==> config.mk <==
export PLATFORM = sky130hd
export DESIGN_NAME = fsela_core
export DESIGN_NICKNAME = d
export VERILOG_FILES = /design/src/logic/fsela_pkg.sv /design/src/logic/fsela_core.sv /design/src/logic/fsela_lock_decode.sv
export SDC_FILE = /design/constraint.sdc
export NUM_CORES = 1
export LEC_CHECK = 0
export ABC_AREA = 1
export BUFFER_PORTS_ARGS = -buffer_cell sky130_fd_sc_hd__buf_2
export CORE_MARGIN = 2
export CORE_UTILIZATION = 56
export DETAILED_ROUTE_END_ITERATION = 16
export GPL_ROUTABILITY_DRIVEN = 0
export PLACE_DENSITY = 0.85
export SLEW_MARGIN = 30
export SYNTH_ARGS = -nofsm -noshare
export SYNTH_HDL_FRONTEND = slang
export SYNTH_SLANG_ARGS = --single-unit
==> constraint.sdc <==
create_clock -name i_clock -period 4.2 [get_ports i_clock]
set_input_delay 0.42 -clock i_clock [delete_from_list [all_inputs] [get_ports i_clock]]
set_output_delay 0.42 -clock i_clock [all_outputs]
set_load 0.05 [all_outputs]
==> src/logic/fsela_pkg.sv <==
// constants and types for the flash sequence, lock and access block
// Functional notes
// - 5x write not followed by Ax sets error
// - launch with empty column latches sets error
// - error cleared by software or good completion
// - control 02h maps extra row at FF80h-FFFFh
// - control 04h maps security byte at 0000h
// - cleared control returns user flash reads
// - three lock bits grade levels one to four
// - lock bits parallel-writable only, default level four
// - level two: no internal fetch, latched pin
// - level two: parallel eeprom writes blocked
// - level three: parallel verify and eeprom blocked
// - level four: external execution refused
// - write rights depend on executing code space
// - read-while-write keeps cpu fetching during writes
// - start on second machine cycle, clear busy
// - 56h then A6h resets column latches
package fsela_pkg;

	// control register codes
	localparam logic [3:0] UNLOCK_HI = 4'h5;
	localparam logic [3:0] CONFIRM_HI = 4'hA;
	localparam logic [3:0] OP_USER = 4'h0;
	localparam logic [3:0] OP_EXTRA_ROW_SPACE = 4'h2;
	localparam logic [3:0] OP_SBYTE = 4'h4;
	localparam logic [3:0] OP_LRESET = 4'h6;
	localparam logic [7:0] MAP_EXTRA_ROW_SPACE = 8'h02;
	localparam logic [7:0] MAP_SBYTE = 8'h04;
	localparam logic [7:0] CTRL_RESET = 8'h00;

	// code-space addresses
	localparam logic [15:0] EXTRA_ROW_SPACE_BASE = 16'hFF80;
	localparam logic [15:0] SBYTE_ADDR = 16'h0000;

	// status register bit positions
	localparam int STA_SEQUENCE_ERROR_FLAG_BIT = 0;
	localparam int STA_BUSY_BIT = 1;
	localparam int STA_LOAD_BIT = 2;

	// lock bits: 1 unprogrammed, 0 programmed; default bit two programmed
	localparam logic [2:0] LOCK_RESET = 3'h3;

	// timing
	localparam int MC_CLOCKS_DEF = 12;
	localparam int PROG_CYCLES_DEF = 2000;
	localparam logic [1:0] LAUNCH_MCS = 2'h2;
	localparam logic [1:0] EA_SETTLE = 2'h3;

	// where the cpu is executing
	typedef enum logic [1:0] {
		EXEC_USER = 2'h0,
		EXEC_BOOT = 2'h1,
		EXEC_EXT = 2'h2
	} fsela_exec_t;

	// source of a code-space read
	typedef enum logic [2:0] {
		SEL_USER = 3'h0,
		SEL_EXTRA_ROW_SPACE = 3'h1,
		SEL_SBYTE = 3'h2,
		SEL_EXT = 3'h3,
		SEL_NONE = 3'h4
	} fsela_sel_t;

	// sequencer states, one-hot
	typedef enum logic [2:0] {
		ST_IDLE = 3'h1,
		ST_WAIT = 3'h2,
		ST_PROG = 3'h4
	} fsela_state_t;

endpackage : fsela_pkg
==> src/logic/fsela_core.sv <==
// flash sequence checker, read mapping and lock access control
`timescale 1ns/1ns
module fsela_core #(
	parameter int MC_CLOCKS = fsela_pkg::MC_CLOCKS_DEF,
	parameter int PROG_CYCLES = fsela_pkg::PROG_CYCLES_DEF
) (
	// clock and reset
	input wire logic i_clock,
	input wire logic i_resetn,
	// cpu writes to control and status
	input wire logic i_flash_control_reg_wr,
	input wire logic [7:0] i_flash_control_reg_wdata,
	input wire logic i_flash_status_reg_wr,
	input wire logic [7:0] i_flash_status_reg_wdata,
	// column latch load strobe
	input wire logic i_latch_load,
	// executing code space
	input wire fsela_pkg::fsela_exec_t i_exec_space,
	// code-space read address
	input wire logic [15:0] i_code_addr,
	// pins
	input wire logic i_external_access_pin,
	input wire logic i_par_mode_pin,
	// parallel programmer lock write
	input wire logic i_par_lock_wr,
	input wire logic [2:0] i_par_lock_data,
	// register views
	output logic [7:0] o_flash_control_reg,
	output logic [7:0] o_flash_status_reg,
	// flash macro control
	output logic o_prog_start,
	output logic [3:0] o_prog_op,
	output logic o_latch_reset,
	output logic o_cpu_stall,
	// code read mapping
	output fsela_pkg::fsela_sel_t o_code_sel,
	output logic [6:0] o_code_index,
	// protection
	output logic [2:0] o_lock_level,
	output logic o_external_access,
	output logic o_ext_exec_ok,
	output logic o_ext_code_space_read_instr_int_ok,
	output logic o_par_flash_wr_ok,
	output logic o_par_ee_wr_ok,
	output logic o_par_verify_ok,
	output logic o_par_ee_rd_ok
);
	import fsela_pkg::*;

	localparam int MCW = $clog2(MC_CLOCKS);
	localparam int PCW = $clog2(PROG_CYCLES + 1);
	localparam logic [MCW-1:0] MC_LAST = MCW'(MC_CLOCKS - 1);
	localparam logic [PCW-1:0] PROG_LAST = PCW'(PROG_CYCLES - 1);

	generate
		if (MC_CLOCKS < 2) begin : g_bad_mc
			$error("MC_CLOCKS must be at least 2");
		end
		if (PROG_CYCLES < 1) begin : g_bad_prog
			$error("PROG_CYCLES must be at least 1");
		end
	endgenerate

	typedef struct packed {
		fsela_state_t state;
		logic [7:0] ctrl;
		logic armed;
		logic [3:0] op;
		logic rww;
		logic sequence_error_flag;
		logic loaded;
		logic [2:0] lock;
		logic ea_s1;
		logic ea_s2;
		logic pm_s1;
		logic pm_s2;
		logic [1:0] ea_wait;
		logic ea_cap;
		logic [MCW-1:0] mc_cnt;
		logic [1:0] mc_left;
		logic [PCW-1:0] prog_cnt;
		logic start_p;
		logic lreset_p;
		fsela_sel_t sel;
		logic [6:0] idx;
	} fsela_regs_t;

	localparam fsela_regs_t REGS_RESET = '{
		state: ST_IDLE,
		ctrl: CTRL_RESET,
		armed: 1'b0,
		op: OP_USER,
		rww: 1'b0,
		sequence_error_flag: 1'b0,
		loaded: 1'b0,
		lock: LOCK_RESET,
		ea_s1: 1'b0,
		ea_s2: 1'b0,
		pm_s1: 1'b0,
		pm_s2: 1'b0,
		ea_wait: 2'h0,
		ea_cap: 1'b0,
		mc_cnt: '0,
		mc_left: 2'h0,
		prog_cnt: '0,
		start_p: 1'b0,
		lreset_p: 1'b0,
		sel: SEL_USER,
		idx: 7'h00
	};

	fsela_regs_t r_reg;
	fsela_regs_t r_next;

	logic [2:0] level;
	logic ext_exec_ok;
	logic ext_code_space_read_instr_int_ok;
	logic mc_tick;
	logic busy;
	logic ea_eff;
	logic launch_ok;
	logic [3:0] w_hi;
	logic [3:0] w_lo;

	////////////////////////////////////////////////////////////////////////
	// lock level decode

	fsela_lock_decode u_lock (
		.i_lock_bits(r_reg.lock),
		.o_level(level),
		.o_ext_code_space_read_instr_int_ok(ext_code_space_read_instr_int_ok),
		.o_par_flash_wr_ok(o_par_flash_wr_ok),
		.o_par_ee_wr_ok(o_par_ee_wr_ok),
		.o_par_verify_ok(o_par_verify_ok),
		.o_par_ee_rd_ok(o_par_ee_rd_ok),
		.o_ext_exec_ok(ext_exec_ok)
	);

	////////////////////////////////////////////////////////////////////////
	// helpers

	// one-cycle enable at the end of each machine cycle
	assign mc_tick = (r_reg.mc_cnt == MC_LAST);
	assign busy = (r_reg.state != ST_IDLE);
	assign w_hi = i_flash_control_reg_wdata[7:4];
	assign w_lo = i_flash_control_reg_wdata[3:0];
	// from level two the pin level caught after reset is used
	assign ea_eff = (level >= 3'h2) ? r_reg.ea_cap : r_reg.ea_s2;

	// write rights per executing space
	always_comb begin
		case (i_exec_space)
			EXEC_BOOT: begin
				launch_ok = 1'b1;
			end
			EXEC_USER: begin
				launch_ok = (r_reg.op == OP_USER) || (r_reg.op == OP_EXTRA_ROW_SPACE)
					|| (r_reg.op == OP_LRESET);
			end
			default: begin
				launch_ok = 1'b0;
			end
		endcase
	end

	////////////////////////////////////////////////////////////////////////
	// next state

	always_comb begin
		r_next = r_reg;
		r_next.start_p = 1'b0;
		r_next.lreset_p = 1'b0;

		// machine cycle divider
		r_next.mc_cnt = mc_tick ? '0 : r_reg.mc_cnt + 1'b1;

		// pin synchronisers
		r_next.ea_s1 = i_external_access_pin;
		r_next.ea_s2 = r_reg.ea_s1;
		r_next.pm_s1 = i_par_mode_pin;
		r_next.pm_s2 = r_reg.pm_s1;

		// catch the access pin once it has settled after reset
		if (r_reg.ea_wait != EA_SETTLE) begin
			r_next.ea_wait = r_reg.ea_wait + 2'h1;
			r_next.ea_cap = r_reg.ea_s2;
		end

		// lock bits change only in parallel programming mode
		if (r_reg.pm_s2 && i_par_lock_wr) begin
			r_next.lock = i_par_lock_data;
		end

		// software clear, zero in the bit position clears
		if (i_flash_status_reg_wr && !i_flash_status_reg_wdata[STA_SEQUENCE_ERROR_FLAG_BIT]) begin
			r_next.sequence_error_flag = 1'b0;
		end

		// latches keep their content while a write is pending or running
		if (i_latch_load && !busy) begin
			r_next.loaded = 1'b1;
		end

		case (r_reg.state)
			ST_IDLE: begin
			end
			ST_WAIT: begin
				if (mc_tick) begin
					r_next.mc_left = r_reg.mc_left - 2'h1;
					if (r_reg.mc_left == 2'h1) begin
						r_next.state = ST_PROG;
						r_next.start_p = 1'b1;
						r_next.prog_cnt = PROG_LAST;
					end
				end
			end
			ST_PROG: begin
				if (r_reg.prog_cnt == '0) begin
					r_next.state = ST_IDLE;
					r_next.rww = 1'b0;
					r_next.sequence_error_flag = 1'b0;
					r_next.loaded = 1'b0;
				end else begin
					r_next.prog_cnt = r_reg.prog_cnt - 1'b1;
				end
			end
			default: begin
				r_next.state = ST_IDLE;
			end
		endcase

		// control writes; errors are applied last so a set beats a clear
		if (i_flash_control_reg_wr) begin
			r_next.ctrl = i_flash_control_reg_wdata;
			r_next.armed = 1'b0;
			if (r_reg.armed) begin
				if (w_hi != CONFIRM_HI || w_lo != r_reg.op || busy
					|| !launch_ok) begin
					r_next.sequence_error_flag = 1'b1;
				end else if (r_reg.op == OP_LRESET) begin
					// a byte loaded in this same cycle survives the reset
					r_next.loaded = i_latch_load;
					r_next.lreset_p = 1'b1;
				end else if (!r_reg.loaded) begin
					r_next.sequence_error_flag = 1'b1;
				end else begin
					r_next.state = ST_WAIT;
					r_next.mc_left = LAUNCH_MCS;
					r_next.rww = (i_exec_space == EXEC_BOOT);
				end
			end
			if (w_hi == UNLOCK_HI) begin
				r_next.armed = 1'b1;
				r_next.op = w_lo;
			end
		end

		// code-space read mapping
		r_next.idx = i_code_addr[6:0];
		if (i_exec_space == EXEC_EXT || !ea_eff) begin
			r_next.sel = ext_exec_ok ? SEL_EXT : SEL_NONE;
		end else if (r_reg.ctrl == MAP_EXTRA_ROW_SPACE && i_code_addr >= EXTRA_ROW_SPACE_BASE) begin
			r_next.sel = SEL_EXTRA_ROW_SPACE;
		end else if (r_reg.ctrl == MAP_SBYTE && i_code_addr == SBYTE_ADDR) begin
			r_next.sel = SEL_SBYTE;
		end else begin
			r_next.sel = SEL_USER;
		end
	end

	////////////////////////////////////////////////////////////////////////
	// state register

	always_ff @(posedge i_clock or negedge i_resetn) begin
		if (!i_resetn) begin
			r_reg <= REGS_RESET;
		end else begin
			r_reg <= r_next;
		end
	end

	////////////////////////////////////////////////////////////////////////
	// outputs

	assign o_flash_control_reg = r_reg.ctrl;
	always_comb begin
		o_flash_status_reg = 8'h00;
		o_flash_status_reg[STA_SEQUENCE_ERROR_FLAG_BIT] = r_reg.sequence_error_flag;
		o_flash_status_reg[STA_BUSY_BIT] = busy;
		o_flash_status_reg[STA_LOAD_BIT] = r_reg.loaded;
	end
	assign o_prog_start = r_reg.start_p;
	assign o_prog_op = r_reg.op;
	assign o_latch_reset = r_reg.lreset_p;
	// the cpu is held only for writes that are not read-while-write
	assign o_cpu_stall = (r_reg.state == ST_PROG) && !r_reg.rww;
	assign o_code_sel = r_reg.sel;
	assign o_code_index = r_reg.idx;
	assign o_lock_level = level;
	assign o_external_access = ea_eff;
	assign o_ext_exec_ok = ext_exec_ok;
	assign o_ext_code_space_read_instr_int_ok = ext_code_space_read_instr_int_ok;

endmodule : fsela_core

==> src/logic/fsela_lock_decode.sv <==
// lock bits to protection level and access permissions
`timescale 1ns/1ns
module fsela_lock_decode (
	// lock bits, 0 = programmed
	input wire logic [2:0] i_lock_bits,
	// decoded level and permissions
	output logic [2:0] o_level,
	output logic o_ext_code_space_read_instr_int_ok,
	output logic o_par_flash_wr_ok,
	output logic o_par_ee_wr_ok,
	output logic o_par_verify_ok,
	output logic o_par_ee_rd_ok,
	output logic o_ext_exec_ok
);
	import fsela_pkg::*;

	always_comb begin
		if (!i_lock_bits[2]) begin
			o_level = 3'h4;
		end else if (!i_lock_bits[1]) begin
			o_level = 3'h3;
		end else if (!i_lock_bits[0]) begin
			o_level = 3'h2;
		end else begin
			o_level = 3'h1;
		end
	end

	assign o_ext_code_space_read_instr_int_ok = (o_level < 3'h2);
	assign o_par_flash_wr_ok = (o_level < 3'h2);
	assign o_par_ee_wr_ok = (o_level < 3'h2);
	assign o_par_verify_ok = (o_level < 3'h3);
	assign o_par_ee_rd_ok = (o_level < 3'h3);
	assign o_ext_exec_ok = (o_level < 3'h4);

endmodule : fsela_lock_decode

# Word-level counts from Yosys, hierarchy flattened
# Index checks and enable logic that the tools add are counted.
[classes] n_addsub=4 mul=0 div=0 order_cmp=5 n_eq_ne=19 shift=0 n_mux=47 n_bitwise=0 n_reduce_logical=24
[op_table] op="2-to-1 mux 3 bit" count=14
[op_table] op="case mux 11 bit (2 select lines)" count=1
[op_table] op="2-to-1 mux 2 bit" count=10
[op_table] op="2-to-1 mux 19 bit" count=1
[op_table] op="greater-or-equal comparator 16 bit, second input constant" count=1
[op_table] op="logical NOT 16 bit" count=1
[op_table] op="2-to-1 mux 1 bit" count=14
[op_table] op="2-to-1 mux 14 bit" count=1
[op_table] op="2-to-1 mux 12 bit" count=1
[op_table] op="logical NOT 11 bit" count=1
[op_table] op="2-to-1 mux 11 bit" count=1
[op_table] op="subtractor 11 x 1 -> 11 bit, second input constant" count=1
[op_table] op="case mux 3 bit (3 select lines)" count=1
[op_table] op="equality test 4 x 3 -> 1 bit, second input constant" count=2
[op_table] op="equality test 8 x 2 -> 1 bit, second input constant" count=1
[op_table] op="equality test 8 x 3 -> 1 bit, second input constant" count=1
[op_table] op="!= test 2 bit, second input constant" count=4
[op_table] op="logical AND 1 bit" count=6
[op_table] op="logical OR 1 bit" count=6
[op_table] op="< comparator 3 x 2 -> 1 bit, second input constant" count=2
[op_table] op="logical NOT 1 bit" count=5
[op_table] op="2-to-1 mux 5 bit" count=1
[op_table] op="adder 4 x 1 -> 4 bit, second input constant" count=1
[op_table] op="equality test 2 x 1 -> 1 bit, second input constant" count=2
[op_table] op="20 further kinds" count=20
[totals] regBits=58 latch_bits=0 ram_bits=0 mem_bits_ro=0 output_inout_bits=43 elab_cells=120 memories=0

# Logic depth before layout (Yosys ltp)
[logic_depth] ltp_word=11 ltp_mapped=10 ltp_nobuf=10

# Hierarchy
# Synthesis repeated with hierarchy kept, for this count alone.
[unflattened] cells_unflattened=351 area_unflattened_um2=3004.1
[by_module_without_submodules] module="fsela_core" instances=1 cells_each=340 area_each_um2=2945.3 seq_area_each_um2=1455.1
[by_module_without_submodules] module="fsela_lock_decode" instances=1 cells_each=11 area_each_um2=58.8 seq_area_each_um2=0.0

# Worst setup path before layout
# OpenSTA, ideal clock, no wires.
[synth_timing] path_kind="register -> output" startpoint="register r_reg[38] (netlist name)" endpoint="output port o_lock_level[0]" arrival_ns=1.924 setup_slack_ns=1.856 path_stages_with_launch=3 cell_sequence="dfrtp_1 -> inv_1 -> a21oi_1"
[synth_via] elab_chain_len=1
[synth_rtl] element="start, declared" line_no="fsela_core.sv:112" source="fsela_regs_t r_reg;"
[synth_rtl] element="start signal, assigned" line_no="fsela_core.sv:278" source="r_reg <= r_next;"
[synth_rtl] element="2-to-1 mux 3 bit" line_no="fsela_lock_decode.sv:18" source="if (!i_lock_bits[2]) begin"
[synth_rtl] element="end, declared" line_no="fsela_core.sv:39" source="output logic [2:0] o_lock_level,"
# Every way passes these cells.

# Final worst setup path
[layout_timing] startpoint="register r_reg[56] (netlist name)" endpoint="output port o_cpu_stall"
[layout_via] elab_chain_len=2
[layout_rtl] element="equality test 3 bit" line_no="fsela_core.sv:296" source="assign o_cpu_stall = (r_reg.state == ST_PROG) && !r_reg.rww;"
[layout_rtl] element="logical AND 1 bit" line_no="fsela_core.sv:296"
[layout_rtl] element="end, declared" line_no="fsela_core.sv:34" source="output logic o_cpu_stall,"
# Every way passes these cells.

==> results.json <==
{
  "largest_reg_flops": 30,
  "grt_max_degree": 59,
  "yosys-top-cells-count": "81 x nand2_1, 66 x inv_1, 55 x dfrtp_1",
  "drc": 0,
  "cts_buffer_depth": 2,
  "critPathKind": "reg -> out",
  "final_net_count": 499,
  "finalSetupTns_ns": 0,
  "tightest_slew_ns": 0.7089,
  "synth_edf_count": 0,
  "timing.hold.ws_ns": 0.1842,
  "cts_resized": 0,
  "min_period_ns": 2.148,
  "cts_sinks": 58,
  "finalClockSkew_ns": 0.006911,
  "drive_gt1_frac": 0.2291,
  "dp_cells": 510,
  "ant_nets": 0,
  "multi_input_area_sq_um": 1164,
  "core_sq_um": 5439,
  "start_kind": "register",
  "clk_pin_slew_ns": 0.07,
  "yosysSeqAreaShare": 0.4682,
  "synth_area_sq_um": 3108,
  "yosysWarnings": 0,
  "power.density_cell_area_nw_per_um2": 388.2,
  "ys_seq_elements": 58,
  "first_pass_iters": 5,
  "cp_slowest_cell": "dfrtp_1",
  "n_antenna_cell": 0,
  "grt_pass1_wl_mm": 10.52,
  "worstPathMaxFanout": 8,
  "seqCellArea_sq_um": 1455,
  "yosys.cell_count.top_type": "nand2_1",
  "ios": 88,
  "cp_cell_sequence": "nor3_4 -> inv_1 -> nor2_1 -> buf_2",
  "dp_slack_ns": 2.417,
  "fill_cells": 447,
  "cp-end-kind": "output pin",
  "peakVddDrop_mv": 0.2869,
  "p_leak_uw": 0.001933,
  "slew_headroom": 0.5274,
  "cp.required_ns": 3.78,
  "stdcell_count": 526,
  "status": "finished clean",
  "hpwl_mm": 4.664,
  "hp-class": "in -> reg",
  "ys.flop_type": "dfrtp_1",
  "die_w_microns": 78.50,
  "dieHeight_microns": 78.50,
  "initial_utilization": 0.5714,
  "design_area_sq_um": 3518,
  "rsz0062_at_grt": "no",
  "dpl_cell_area_sq_um": 3339,
  "clock.fmax_ghz": 0.4657,
  "reg2reg_slack_ns": 2.54,
  "final-max-slew-violation-count": 0,
  "grt_pass1_vias": 2494,
  "io_buffer_count": 75,
  "numCtsBuffers": 9,
  "syn-instance-count": 393,
  "critical_path_arrival_ns": 1.73,
  "synth_top_area_frac": 0.4428,
  "vias": 2559,
  "post_cts_buffers": 0,
  "clock-root-buffer": "clkbuf_8",
  "setup_viol": 0,
  "wl_per_cell_microns": 11.41,
  "cap_violations": 0,
  "cpPeakStageDelay_ns": 0.42,
  "avgSynthCellArea_sq_um": 7.908,
  "yosys-top-cells-area": "dfrtp_1 44%, nand2_1 9.8%, buf_4 8.0%",
  "die-area_sq_um": 6162,
  "ctsHtreeMaxLevel": 3,
  "grt_overflow": 0,
  "cts_tree": "done",
  "routed_wl_mm": 6.000,
  "via_per_inst": 4.865,
  "holdBufCountCts": 0,
  "fin_crit_sh": 0.5113,
  "insertion_delay_ns": 0.34,
  "synth_cell_types": 29,
  "area_growth_pct": 13.20,
  "grt_util_all_layers": 0.2191,
  "async_reset_ff_frac": 1.000,
  "drt_iter0_drc": 156,
  "setup_ws_ns": 2.053,
  "hold_violations": 0,
  "antenna_found_initial": 0,
  "synth_top_area_cell": "dfrtp_1",
  "row_count": 27
}
path summary, 6_finish.rpt:
| kind | start | to | cells past startpoint |
|---|---|---|---|
| max | r_reg[56] | o_cpu_stall | 4 |
| min | i_par_mode_pin | r_next[32] | 1 |
| max reg2reg | r_reg[12] | r_reg[13] | 8 |
| min reg2reg | r_next[32] | r_reg[32] | 0 |
| max in group asynchronous | i_resetn | r_reg[15] | 2 |
| min in group asynchronous | i_resetn | r_reg[38] | 2 |
layout make-up:
type                    instances  share of cell area
clock buffers                  10             0.03912
well taps                      72             0.02560
clock inverters                 6             0.01174
inverters                      66             0.07041
flip-flops and latches         58              0.4136
repair buffers                 76              0.1088
multi-input cells             238              0.3307
through the flow:
step,total power [uW],utilization
after floorplan,883.6,-
after global routing,1436,0.6469
final,1366,0.6469
after global placement,920.3,0.6140
after CTS,1386,0.6469
after detailed placement,926.5,0.6140
cells by family (layout without fill, tap and decap cells):
family | Yosys count | in the layout | synth area share
other | 1 | 5 | 0.001207
DFF | 58 | 58 | 0.4682
buffers and inverters | 101 | 158 | 0.1622
and+or+nand+nor | 179 | 179 | 0.2544
AOI/OAI and AO/OA | 40 | 40 | 0.06683
muxes | 2 | 2 | 0.007246
adders and majority gates | 5 | 5 | 0.02013
xor gates and xnor gates | 7 | 7 | 0.01973
power breakdown:
part	switching [uW]	internal (uW)
Clock	222	229
Combinational	234	67.3
Sequential	22.7	591
metal layers:
layer | part of all wire | vias to the layer above | GRT usage
met1 | 0.46 | 1183 | 0.2683
met2 | 0.48 | 66 | 0.3607
met4 | 0.023 | 0 | 0.1158
li1 | - | 1296 | -
met3 | 0.043 | 14 | 0.04943
met5 | 0 | - | 0
worst max-delay path, delay by kind of cell (launching register included):
kind                   cells  cell delay, ns
DFF                        1            0.42
buffers and inverters      2            0.44
and+or+nand+nor            2            0.54
placed cells by master (no fill, tap or decap), drive strengths merged:
cell      count
a21boi        1
a21oi        10
and2          1
buf          76
clkbuf       10
clkinv        2
clkinvlp      3
conb          5
dfrtp        55
dfstp         3
ha            5
inv          67
mux2          2
nand2        83
nand3        25
nand3b        3
nand4        10
nor2         50
nor3          5
nor3b         1
o21a          2
o21ai        27
or2           1
xnor2         2
xor2          5
Power figures use the tool's default switching activity.
